--- src/shared/prt_pkg.sv ---
// Constants and carrier types of the 10-bit periodic timer with its AXI4-Lite register file.
// Assumes a single 20 MHz clock and a synchronous active-low reset in every user.
package prt_pkg;

	// Clock rate, kept for any timing derived later.
	localparam int unsigned CLK_HZ = 20_000_000;

	// Counter and bus widths.
	localparam int CNT_W  = 10;
	localparam int ADDR_W = 8;
	localparam int DATA_W = 32;
	localparam int DIV_W  = 16;
	localparam logic [CNT_W-1:0] CNT_MAX  = 10'h3FF;
	localparam logic [CNT_W-1:0] CNT_ZERO = 10'h000;

	// Register byte addresses.
	localparam logic [ADDR_W-1:0] ADDR_CTRL   = 8'h00;
	localparam logic [ADDR_W-1:0] ADDR_CONFIG = 8'h04;
	localparam logic [ADDR_W-1:0] ADDR_COUNT  = 8'h08;
	localparam logic [ADDR_W-1:0] ADDR_COMPA  = 8'h0C;
	localparam logic [ADDR_W-1:0] ADDR_PERIOD = 8'h10;
	localparam logic [ADDR_W-1:0] ADDR_STATUS = 8'h14;
	localparam logic [ADDR_W-1:0] ADDR_PRESC  = 8'h18;

	// Field positions.
	localparam int CTRL_RUN_BIT    = 0;
	localparam int STATUS_A_BIT    = 0;
	localparam int STATUS_P_BIT    = 1;
	localparam int STATUS_OUT_BIT  = 2;
	localparam int CFG_CLR_BIT     = 0;
	localparam int CFG_CAPSRC_BIT  = 1;
	localparam int CFG_INVERT_BIT  = 2;
	localparam int CFG_INIT_BIT    = 3;
	localparam int CFG_PINFN_LSB   = 4;
	localparam int CFG_MODE_LSB    = 6;

	// Reset values.
	localparam logic [DIV_W-1:0] PRESC_RESET = 16'h0000;

	// Operating mode codes of mode_select.
	localparam logic [1:0] MODE_COMPARE = 2'b00;
	localparam logic [1:0] MODE_CAPTURE = 2'b01;
	localparam logic [1:0] MODE_PWM     = 2'b10;
	localparam logic [1:0] MODE_TIMER   = 2'b11;

	// Codes of pin_function_select.
	localparam logic [1:0] PIN_FN_00 = 2'b00;
	localparam logic [1:0] PIN_FN_01 = 2'b01;
	localparam logic [1:0] PIN_FN_10 = 2'b10;
	localparam logic [1:0] PIN_FN_11 = 2'b11;

	// AXI response codes.
	localparam logic [1:0] RESP_OKAY   = 2'b00;
	localparam logic [1:0] RESP_SLVERR = 2'b10;

	typedef struct packed {
		logic [1:0] mode_select;
		logic [1:0] pin_function_select;
		logic       output_initial_level;
		logic       output_invert;
		logic       capture_source_select;
		logic       clear_source_select;
	} prt_cfg_s;

	localparam prt_cfg_s CFG_RESET = '0;

endpackage

--- src/hw/prt_timer.sv ---
// 10-bit periodic timer with compare, timer, PWM, single-pulse and capture modes.
// Assumes an AXI4-Lite master on aclk and asynchronous pins, synchronised here.
//
// Operation
// - mode_select 00 is compare mode; counter clears by overflow, A or P match.
// - clear_source_select low: clear on P match or overflow; both flags raised.
// - clear_source_select high: clear on A match; match_p_flag never set.
// - compare_a_value zero: run to 3FF, overflow, no match_a_flag.
// - Compare mode pin changes on A match: low, high, toggle, or none.
// - Rising counter_run sets compare output to output_initial_level.
// - mode_select 11 counts like compare mode but leaves the pin undriven.
// - PWM clears on P match; clear_source_select ignored.
// - PWM period equals period_value; zero gives 1024 ticks.
// - compare_a_value at or above period gives 100% duty.
// - PWM raises match_a_flag on A match, match_p_flag on P match.
// - PWM pin forced by 00/01; initial level sets polarity; invert flips pin.
// - Single pulse starts on counter_run rise, by software or trigger rising edge.
// - Single pulse A match clears counter_run, ends pulse, raises flag.
// - Software clearing counter_run early also ends the pulse.
// - Single pulse counter zeroes only on counter_run rise; period ignored.
// - Capture mode: selected pin, rising, falling or both edges.
// - Capture copies count into compare_a_value, raises flag, counter runs on.
// - Capture P match resets counter with flag; pin_function 11 disables capture.
// - Capture flag follows latch; latch follows pin edge within three aclk cycles.
// - counter_run rise zeroes counter; fall stops it holding its value.
`timescale 1ns/100ps
`default_nettype none

module prt_timer (
	// Clock and reset.
	input  wire logic                        aclk,
	input  wire logic                        aresetn,
	// AXI4-Lite write address and data.
	input  wire logic [prt_pkg::ADDR_W-1:0]  s_axi_awaddr,
	input  wire logic [2:0]                  s_axi_awprot,
	input  wire logic                        s_axi_awvalid,
	output logic                             s_axi_awready,
	input  wire logic [prt_pkg::DATA_W-1:0]  s_axi_wdata,
	input  wire logic [3:0]                  s_axi_wstrb,
	input  wire logic                        s_axi_wvalid,
	output logic                             s_axi_wready,
	// AXI4-Lite write response.
	output logic [1:0]                       s_axi_bresp,
	output logic                             s_axi_bvalid,
	input  wire logic                        s_axi_bready,
	// AXI4-Lite read.
	input  wire logic [prt_pkg::ADDR_W-1:0]  s_axi_araddr,
	input  wire logic [2:0]                  s_axi_arprot,
	input  wire logic                        s_axi_arvalid,
	output logic                             s_axi_arready,
	output logic [prt_pkg::DATA_W-1:0]       s_axi_rdata,
	output logic [1:0]                       s_axi_rresp,
	output logic                             s_axi_rvalid,
	input  wire logic                        s_axi_rready,
	// Pins.
	input  wire logic                        capture_pin,
	input  wire logic                        external_trigger_pin,
	output logic                             timer_out,
	output logic                             timer_out_oe
);
	import prt_pkg::*;

	// Merges a write word into a register under the byte strobes.
	function automatic logic [DATA_W-1:0] merge(input logic [DATA_W-1:0] old_v,
		input logic [DATA_W-1:0] new_v, input logic [3:0] strb);
		logic [DATA_W-1:0] res;
		res = old_v;
		for (int i = 0; i < 4; i++) begin
			if (strb[i]) begin
				res[8*i +: 8] = new_v[8*i +: 8];
			end
		end
		return res;
	endfunction

	// Decides whether an edge is active for the capture setting.
	function automatic logic edge_hit(input logic [1:0] fn, input logic rise, input logic fall);
		logic hit;
		hit = 1'b0;
		case (fn)
			PIN_FN_00: hit = rise;
			PIN_FN_01: hit = fall;
			PIN_FN_10: hit = rise | fall;
			default:   hit = 1'b0;
		endcase
		return hit;
	endfunction

	// Pin synchronisers; the first stages feed only the second stages.
	logic cap_s1_reg, cap_s2_reg, cap_s3_reg;
	logic trg_s1_reg, trg_s2_reg, trg_s3_reg;

	// Bus state.
	logic                 aw_hold_reg, aw_hold_next;
	logic [ADDR_W-1:0]    aw_addr_reg, aw_addr_next;
	logic                 w_hold_reg, w_hold_next;
	logic [DATA_W-1:0]    w_data_reg, w_data_next;
	logic [3:0]           w_strb_reg, w_strb_next;
	logic                 bvalid_reg, bvalid_next;
	logic [1:0]           bresp_reg, bresp_next;
	logic                 rvalid_reg, rvalid_next;
	logic [1:0]           rresp_reg, rresp_next;
	logic [DATA_W-1:0]    rdata_reg, rdata_next;

	// Timer state.
	prt_cfg_s             cfg_reg, cfg_next;
	logic                 run_reg, run_next;
	logic                 run_d_reg, run_d_next;
	logic [CNT_W-1:0]     cnt_reg, cnt_next;
	logic [CNT_W-1:0]     compa_reg, compa_next;
	logic [CNT_W-1:0]     period_reg, period_next;
	logic                 flag_a_reg, flag_a_next;
	logic                 flag_p_reg, flag_p_next;
	logic                 cap_pend_reg, cap_pend_next;
	logic                 cmp_out_reg, cmp_out_next;
	logic                 out_reg, out_next;
	logic                 oe_reg, oe_next;
	logic [DIV_W-1:0]     presc_reg, presc_next;
	logic [DIV_W-1:0]     div_reg, div_next;

	// Combinational helpers.
	logic                 wr_fire, tick, run_rise;
	logic                 single_pulse, pwm_active, pwm_level;
	logic                 a_match, p_match, a_valid;
	logic                 cap_rise, cap_fall, trg_rise, trg_fall, cap_edge;
	logic [CNT_W-1:0]     cnt_inc;
	logic [DATA_W-1:0]    wr_word;

	assign s_axi_awready = ~aw_hold_reg & ~bvalid_reg;
	assign s_axi_wready  = ~w_hold_reg & ~bvalid_reg;
	assign s_axi_arready = ~rvalid_reg;
	assign s_axi_bvalid  = bvalid_reg;
	assign s_axi_bresp   = bresp_reg;
	assign s_axi_rvalid  = rvalid_reg;
	assign s_axi_rresp   = rresp_reg;
	assign s_axi_rdata   = rdata_reg;
	assign timer_out     = out_reg;
	assign timer_out_oe  = oe_reg;

	always_comb begin
		wr_fire  = aw_hold_reg & w_hold_reg & ~bvalid_reg;
		tick     = (div_reg == presc_reg);
		run_rise = run_reg & ~run_d_reg;
		cnt_inc  = cnt_reg + 10'h001;
		single_pulse = (cfg_reg.mode_select == MODE_PWM) &&
			(cfg_reg.pin_function_select == PIN_FN_11);
		cap_rise = cap_s2_reg & ~cap_s3_reg;
		cap_fall = ~cap_s2_reg & cap_s3_reg;
		trg_rise = trg_s2_reg & ~trg_s3_reg;
		trg_fall = ~trg_s2_reg & trg_s3_reg;
		cap_edge = cfg_reg.capture_source_select ?
			edge_hit(cfg_reg.pin_function_select, trg_rise, trg_fall) :
			edge_hit(cfg_reg.pin_function_select, cap_rise, cap_fall);
		// A zero compare value never matches, so the counter runs to 3FF instead.
		a_valid = (compa_reg != CNT_ZERO);
		a_match = run_reg & ~run_rise & tick & a_valid & (cnt_inc == compa_reg);
		// A zero period compares against the wrapped count, which is the overflow.
		p_match = run_reg & ~run_rise & tick & (cnt_inc == period_reg);
		pwm_active = (cnt_reg < compa_reg) ||
			((period_reg != CNT_ZERO) && (compa_reg >= period_reg));
		case (cfg_reg.pin_function_select)
			PIN_FN_00: pwm_level = 1'b0;
			PIN_FN_01: pwm_level = 1'b1;
			PIN_FN_10: pwm_level = pwm_active;
			default:   pwm_level = run_reg;
		endcase
	end

	always_comb begin
		wr_word      = '0;
		aw_hold_next = aw_hold_reg;
		aw_addr_next = aw_addr_reg;
		w_hold_next  = w_hold_reg;
		w_data_next  = w_data_reg;
		w_strb_next  = w_strb_reg;
		bvalid_next  = bvalid_reg;
		bresp_next   = bresp_reg;
		rvalid_next  = rvalid_reg;
		rresp_next   = rresp_reg;
		rdata_next   = rdata_reg;
		cfg_next     = cfg_reg;
		run_next     = run_reg;
		run_d_next   = run_reg;
		cnt_next     = cnt_reg;
		compa_next   = compa_reg;
		period_next  = period_reg;
		flag_a_next  = flag_a_reg;
		flag_p_next  = flag_p_reg;
		cap_pend_next = 1'b0;
		cmp_out_next = cmp_out_reg;
		presc_next   = presc_reg;
		div_next     = tick ? '0 : DIV_W'(div_reg + 16'h0001);

		// Write channel.
		if (s_axi_awvalid && s_axi_awready) begin
			aw_hold_next = 1'b1;
			aw_addr_next = s_axi_awaddr;
		end
		if (s_axi_wvalid && s_axi_wready) begin
			w_hold_next = 1'b1;
			w_data_next = s_axi_wdata;
			w_strb_next = s_axi_wstrb;
		end
		if (bvalid_reg && s_axi_bready) begin
			bvalid_next = 1'b0;
		end
		if (wr_fire) begin
			aw_hold_next = 1'b0;
			w_hold_next  = 1'b0;
			bvalid_next  = 1'b1;
			bresp_next   = RESP_OKAY;
			if (aw_addr_reg == ADDR_CTRL) begin
				wr_word  = merge({31'h0000_0000, run_reg}, w_data_reg, w_strb_reg);
				run_next = wr_word[CTRL_RUN_BIT];
			end else if (aw_addr_reg == ADDR_CONFIG) begin
				wr_word  = merge({24'h00_0000, cfg_reg}, w_data_reg, w_strb_reg);
				cfg_next = prt_cfg_s'(wr_word[7:0]);
			end else if (aw_addr_reg == ADDR_COMPA) begin
				wr_word    = merge({22'h00_0000, compa_reg}, w_data_reg, w_strb_reg);
				compa_next = wr_word[CNT_W-1:0];
			end else if (aw_addr_reg == ADDR_PERIOD) begin
				wr_word     = merge({22'h00_0000, period_reg}, w_data_reg, w_strb_reg);
				period_next = wr_word[CNT_W-1:0];
			end else if (aw_addr_reg == ADDR_STATUS) begin
				wr_word = merge(32'h0000_0000, w_data_reg, w_strb_reg);
				if (wr_word[STATUS_A_BIT]) begin
					flag_a_next = 1'b0;
				end
				if (wr_word[STATUS_P_BIT]) begin
					flag_p_next = 1'b0;
				end
			end else if (aw_addr_reg == ADDR_PRESC) begin
				wr_word    = merge({16'h0000, presc_reg}, w_data_reg, w_strb_reg);
				presc_next = wr_word[DIV_W-1:0];
			end else if (aw_addr_reg != ADDR_COUNT) begin
				bresp_next = RESP_SLVERR;
			end
		end

		// Read channel.
		if (rvalid_reg && s_axi_rready) begin
			rvalid_next = 1'b0;
		end
		if (s_axi_arvalid && s_axi_arready) begin
			rvalid_next = 1'b1;
			rresp_next  = RESP_OKAY;
			rdata_next  = '0;
			if (s_axi_araddr == ADDR_CTRL) begin
				rdata_next[CTRL_RUN_BIT] = run_reg;
			end else if (s_axi_araddr == ADDR_CONFIG) begin
				rdata_next[7:0] = cfg_reg;
			end else if (s_axi_araddr == ADDR_COUNT) begin
				rdata_next[CNT_W-1:0] = cnt_reg;
			end else if (s_axi_araddr == ADDR_COMPA) begin
				rdata_next[CNT_W-1:0] = compa_reg;
			end else if (s_axi_araddr == ADDR_PERIOD) begin
				rdata_next[CNT_W-1:0] = period_reg;
			end else if (s_axi_araddr == ADDR_STATUS) begin
				rdata_next[STATUS_A_BIT]   = flag_a_reg;
				rdata_next[STATUS_P_BIT]   = flag_p_reg;
				rdata_next[STATUS_OUT_BIT] = out_reg;
			end else if (s_axi_araddr == ADDR_PRESC) begin
				rdata_next[DIV_W-1:0] = presc_reg;
			end else begin
				rresp_next = RESP_SLVERR;
			end
		end

		// Counter. Hardware events below come after the bus so that a set beats a clear.
		if (run_rise) begin
			cnt_next     = CNT_ZERO;
			cmp_out_next = cfg_reg.output_initial_level;
		end else if (run_reg && tick) begin
			cnt_next = cnt_inc;
		end
		if (single_pulse && !run_reg && trg_rise) begin
			run_next = 1'b1;
		end
		case (cfg_reg.mode_select)
			MODE_COMPARE, MODE_TIMER: begin
				if (cfg_reg.clear_source_select) begin
					if (a_match) begin
						cnt_next = CNT_ZERO;
					end
				end else if (p_match) begin
					cnt_next    = CNT_ZERO;
					flag_p_next = 1'b1;
				end
				if (a_match) begin
					flag_a_next = 1'b1;
					case (cfg_reg.pin_function_select)
						PIN_FN_01: cmp_out_next = 1'b0;
						PIN_FN_10: cmp_out_next = 1'b1;
						PIN_FN_11: cmp_out_next = ~cmp_out_reg;
						default:   cmp_out_next = cmp_out_reg;
					endcase
				end
			end
			MODE_PWM: begin
				if (single_pulse) begin
					// Period is ignored here; an A match stops the run and ends the pulse.
					if (a_match) begin
						run_next    = 1'b0;
						flag_a_next = 1'b1;
					end
				end else begin
					if (p_match) begin
						cnt_next    = CNT_ZERO;
						flag_p_next = 1'b1;
					end
					if (a_match) begin
						flag_a_next = 1'b1;
					end
				end
			end
			default: begin
				if (p_match) begin
					cnt_next    = CNT_ZERO;
					flag_p_next = 1'b1;
				end
				// The count is latched on the edge cycle and the flag one cycle later.
				if (run_reg && cap_edge) begin
					compa_next    = cnt_reg;
					cap_pend_next = 1'b1;
				end
				if (cap_pend_reg) begin
					flag_a_next = 1'b1;
				end
			end
		endcase

		// Pin. Compare mode drives the held level; PWM levels follow the polarity bits.
		case (cfg_reg.mode_select)
			MODE_COMPARE: begin
				out_next = cmp_out_next;
				oe_next  = 1'b1;
			end
			MODE_PWM: begin
				out_next = (pwm_level ~^ cfg_reg.output_initial_level) ^
					cfg_reg.output_invert;
				oe_next  = 1'b1;
			end
			default: begin
				out_next = 1'b0;
				oe_next  = 1'b0;
			end
		endcase
	end

	always_ff @(posedge aclk) begin
		cap_s1_reg <= capture_pin;
		cap_s2_reg <= cap_s1_reg;
		cap_s3_reg <= cap_s2_reg;
		trg_s1_reg <= external_trigger_pin;
		trg_s2_reg <= trg_s1_reg;
		trg_s3_reg <= trg_s2_reg;
		if (!aresetn) begin
			aw_hold_reg  <= 1'b0;
			aw_addr_reg  <= '0;
			w_hold_reg   <= 1'b0;
			w_data_reg   <= '0;
			w_strb_reg   <= '0;
			bvalid_reg   <= 1'b0;
			bresp_reg    <= RESP_OKAY;
			rvalid_reg   <= 1'b0;
			rresp_reg    <= RESP_OKAY;
			rdata_reg    <= '0;
			cfg_reg      <= CFG_RESET;
			run_reg      <= 1'b0;
			run_d_reg    <= 1'b0;
			cnt_reg      <= CNT_ZERO;
			compa_reg    <= CNT_ZERO;
			period_reg   <= CNT_ZERO;
			flag_a_reg   <= 1'b0;
			flag_p_reg   <= 1'b0;
			cap_pend_reg <= 1'b0;
			cmp_out_reg  <= 1'b0;
			out_reg      <= 1'b0;
			oe_reg       <= 1'b0;
			presc_reg    <= PRESC_RESET;
			div_reg      <= '0;
		end else begin
			aw_hold_reg  <= aw_hold_next;
			aw_addr_reg  <= aw_addr_next;
			w_hold_reg   <= w_hold_next;
			w_data_reg   <= w_data_next;
			w_strb_reg   <= w_strb_next;
			bvalid_reg   <= bvalid_next;
			bresp_reg    <= bresp_next;
			rvalid_reg   <= rvalid_next;
			rresp_reg    <= rresp_next;
			rdata_reg    <= rdata_next;
			cfg_reg      <= cfg_next;
			run_reg      <= run_next;
			run_d_reg    <= run_d_next;
			cnt_reg      <= cnt_next;
			compa_reg    <= compa_next;
			period_reg   <= period_next;
			flag_a_reg   <= flag_a_next;
			flag_p_reg   <= flag_p_next;
			cap_pend_reg <= cap_pend_next;
			cmp_out_reg  <= cmp_out_next;
			out_reg      <= out_next;
			oe_reg       <= oe_next;
			presc_reg    <= presc_next;
			div_reg      <= div_next;
		end
	end

endmodule

`default_nettype wire

--- config.mk ---
export PLATFORM = sky130hd
export DESIGN_NAME = prt_timer
export DESIGN_NICKNAME = d
export VERILOG_FILES = /design/src/shared/prt_pkg.sv /design/src/hw/prt_timer.sv
export SDC_FILE = /design/constraint.sdc
export NUM_CORES = 1
export LEC_CHECK = 0
export ABC_AREA = 1
export BUFFER_PORTS_ARGS = -buffer_cell sky130_fd_sc_hd__buf_4
export CAP_MARGIN = 20
export CORE_MARGIN = 8
export CORE_UTILIZATION = 25
export DETAILED_ROUTE_END_ITERATION = 12
export GPL_TIMING_DRIVEN = 0
export SYNTH_ARGS = -nofsm -noshare
export SYNTH_HDL_FRONTEND = slang
export SYNTH_SLANG_ARGS = --single-unit
--- constraint.sdc ---
create_clock -name aclk -period 2.9 [get_ports aclk]
set_input_delay 0.58 -clock aclk [delete_from_list [all_inputs] [get_ports aclk]]
set_output_delay 0.58 -clock aclk [all_outputs]
set_load 0.01 [all_outputs]
==> impl_metrics.tcl <==
set metrics [dict create \
    status "completed" \
    nNetsFinal 1260 \
    final_core_util_pct 30.9 \
    critPathMaxFanout 10 \
    rsz0062_at_grt "false" \
    ys_seq_elements 132 \
    drtIter0Drc 524 \
    dp.cells 1534 \
    postCtsSetupBuffers 0 \
    yosysWarnings 0 \
    hold_start "capture_pin" \
    max-slew-margin-rel_pct 44.1 \
    cts-root-buf "clkbuf_16" \
    max_freq_mhz 379 \
    post_drt_wl_per_cell_um 15.6 \
    reg2reg_slack_ns 0.26 \
    finalClockSkew_ns 0.00983 \
    critPathKind "flop to flop" \
    drt.antenna.violating_nets 0 \
    io_pins 110 \
    hp-class "input pin to flop" \
    area_delta_synth_final_pct 22.3 \
    start_kind "flop" \
    grt_pass1_wl_um 38400 \
    synth_simple_gate_area_share_pct 28.5 \
    num_rows 63 \
    final_cell_area_sq_um 9110 \
    ctsResizeCount 0 \
    max_cap_violations 0 \
    vias_per_cell 4.75 \
    final_hold_viol_count 0 \
    p_leak_nw 3.83 \
    diodes 0 \
    synth_area_sq_um 7450 \
    setup_ws_ns 0.265 \
    dp_hpwl_um 19500 \
    avgSynthCellArea_sq_um 7.03 \
    yosys.area_share.xor_xnor_pct 2.00 \
    fin_crit_sh_pct 90.9 \
    path_clk_slew_ns 0.06 \
    cp.arrival_ns 2.94 \
    synth_top_area_share_pct 35.5 \
    cts.sinks 132 \
    synth_edf_count 0 \
    start_util_pct 25.3 \
    die_area_sq_um 35600 \
    overflow 0 \
    gp_congestion 0.926 \
    die_y_um 189 \
    endpoint "cnt_reg[6]" \
    worstPathRequired_ns 3.20 \
    drc_errors 0 \
    yosys-top-cells-area "dfxtp_1 35%, nand2_1 11%, inv_1 6.2%" \
    cts_buffers 17 \
    worstReg2RegEnd "cnt_reg[6]" \
    hold_buffers 0 \
    io_buffers 67 \
    whs_ns 0.263 \
    netlist_top_cells_count "213 x nand2_1, 132 x dfxtp_1, 124 x inv_1" \
    core_area_sq_um 29500 \
    stdcell_count 1566 \
    dpl-instance-area_sq_um 8500 \
    min_period_ns 2.64 \
    nFillCells 3236 \
    synth.most_common_cell "nand2_1" \
    p_per_area_nw_per_um2 485 \
    netlist_instances 1060 \
    synth-compound-area-share_pct 18.5 \
    fp.dieW_um 189 \
    synth_ff_type "dfxtp_1" \
    antenna_found_initial 0 \
    yosysSeqAreaShare_pct 35.5 \
    setup_viol 0 \
    grt_max_degree 17 \
    muxShareOfSynthArea_pct 0 \
    report.power.total_mw 4.42 \
    critPathLaunch "cnt_reg[0]" \
    grt_pass1_vias 6988 \
    wl_um 24400 \
    worstSkewPairLatency_ns 0.42 \
    clk_path_buf_depth 2 \
    ys_types 48 \
    drive_above_1_share_pct 15.1 \
    reg2reg_from "cnt_reg[0]" \
    grtUsageTotal_pct 13.5 \
    synth_top_family_by_area "simple AND/OR/NAND/NOR gates" \
    worst_pin_slew_ns 0.839 \
    tns_ns 0 \
    yosysTopAreaCell "dfxtp_1" \
    ys_async_sr_fraction_pct 0 \
    synth_adder_area_share_pct 5.04 \
    slew_viol_final 0 \
    htree_num_levels 4 \
    dp_slack_ns 0.150 \
    num_vias 7440 \
    cts_tree "done" \
    endpoint_kind "flop" \
    first_pass_iters 5 \
    r2r_cells 13 \
    vdd_drop_max_v 0.000405 \
]
## worst max-delay path: stages, from the launching register on
cell	delay, ns
dfxtp_1	0.38
buf_2	0.29
inv_1	0.11
ha_1	0.32
nor3_1	0.26
nand3_1	0.11
nor2_1	0.17
nand4_1	0.16
nor2_1	0.23
nand3_1	0.10
nand2_1	0.07
nand2_1	0.07
nand2_2	0.16
a21oi_1	0.09
## final cells by class
type | count | area, sq um | area share (%)
buffer | 50 | 280 | 3.08
clock buffer | 17 | 425 | 4.67
clock inverter | 15 | 179 | 1.96
inverter | 131 | 492 | 5.40
multi-input combinational | 764 | 4100 | 45.0
sequential | 132 | 2640 | 29.0
tap | 390 | 488 | 5.36
timing repair buffer | 67 | 503 | 5.52
## power by group
| group | internal [mW] | total, mW | leakage (nW) | switching, mW |
|---|---|---|---|---|
| Clock | 1.36 | 2.21 | 0.298 | 0.849 |
| Combinational | 0.120 | 0.325 | 2.45 | 0.205 |
| Sequential | 1.86 | 1.89 | 1.07 | 0.0262 |
## cell usage in the layout (no fill, tap or decap), drive strengths merged, types with 2 or more instances in the layout
| master | Yosys | layout |
|---|---|---|
| a211oi | 18 | 18 |
| a21oi | 91 | 91 |
| a311oi | 4 | 4 |
| a31oi | 10 | 10 |
| buf | 29 | 96 |
| bufinv | 0 | 3 |
| clkbuf | 21 | 38 |
| clkinv | 2 | 9 |
| conb | 1 | 18 |
| dfxtp | 132 | 132 |
| ha | 30 | 30 |
| inv | 129 | 133 |
| nand2 | 228 | 228 |
| nand3 | 70 | 70 |
| nand3b | 7 | 7 |
| nand4 | 17 | 17 |
| nor2 | 112 | 112 |
| nor3 | 10 | 10 |
| nor3b | 5 | 5 |
| nor4 | 8 | 8 |
| o2111ai | 8 | 8 |
| o211ai | 10 | 10 |
| o21ai | 79 | 79 |
| o221ai | 5 | 5 |
| o22ai | 5 | 5 |
| o41ai | 2 | 2 |
| or2 | 4 | 4 |
| xor2 | 16 | 16 |
## logic make-up after synthesis
logic type | Yosys count
other | 1
adder cells (fa/ha/maj) | 30
AO/OA/AOI/OAI | 237
flip-flops | 132
AND/OR/NAND/NOR | 462
buffers and inverters | 181
XOR/XNOR | 17
## how the worst min path moves through the flow
stage                 endpoint  slack [ns]  cells past startpoint
detailed placement  cap_s2_reg        0.31                      0
floorplan           cap_s2_reg        0.31                      0
finish              cap_s1_reg        0.26                      1
global route        cap_s1_reg        0.25                      1
global placement    cap_s2_reg        0.31                      0
CTS                 cap_s1_reg        0.25                      1
## routing by layer
| metal | share of wire, % | track usage [%] |
|---|---|---|
| met4 | 3.6 | 5.98 |
| met2 | 45 | 21.4 |
| met3 | 6.6 | 2.83 |
| met1 | 45 | 17.5 |
| met5 | 0 | 0 |
Note: power is estimated with default switching activity, not from simulation.
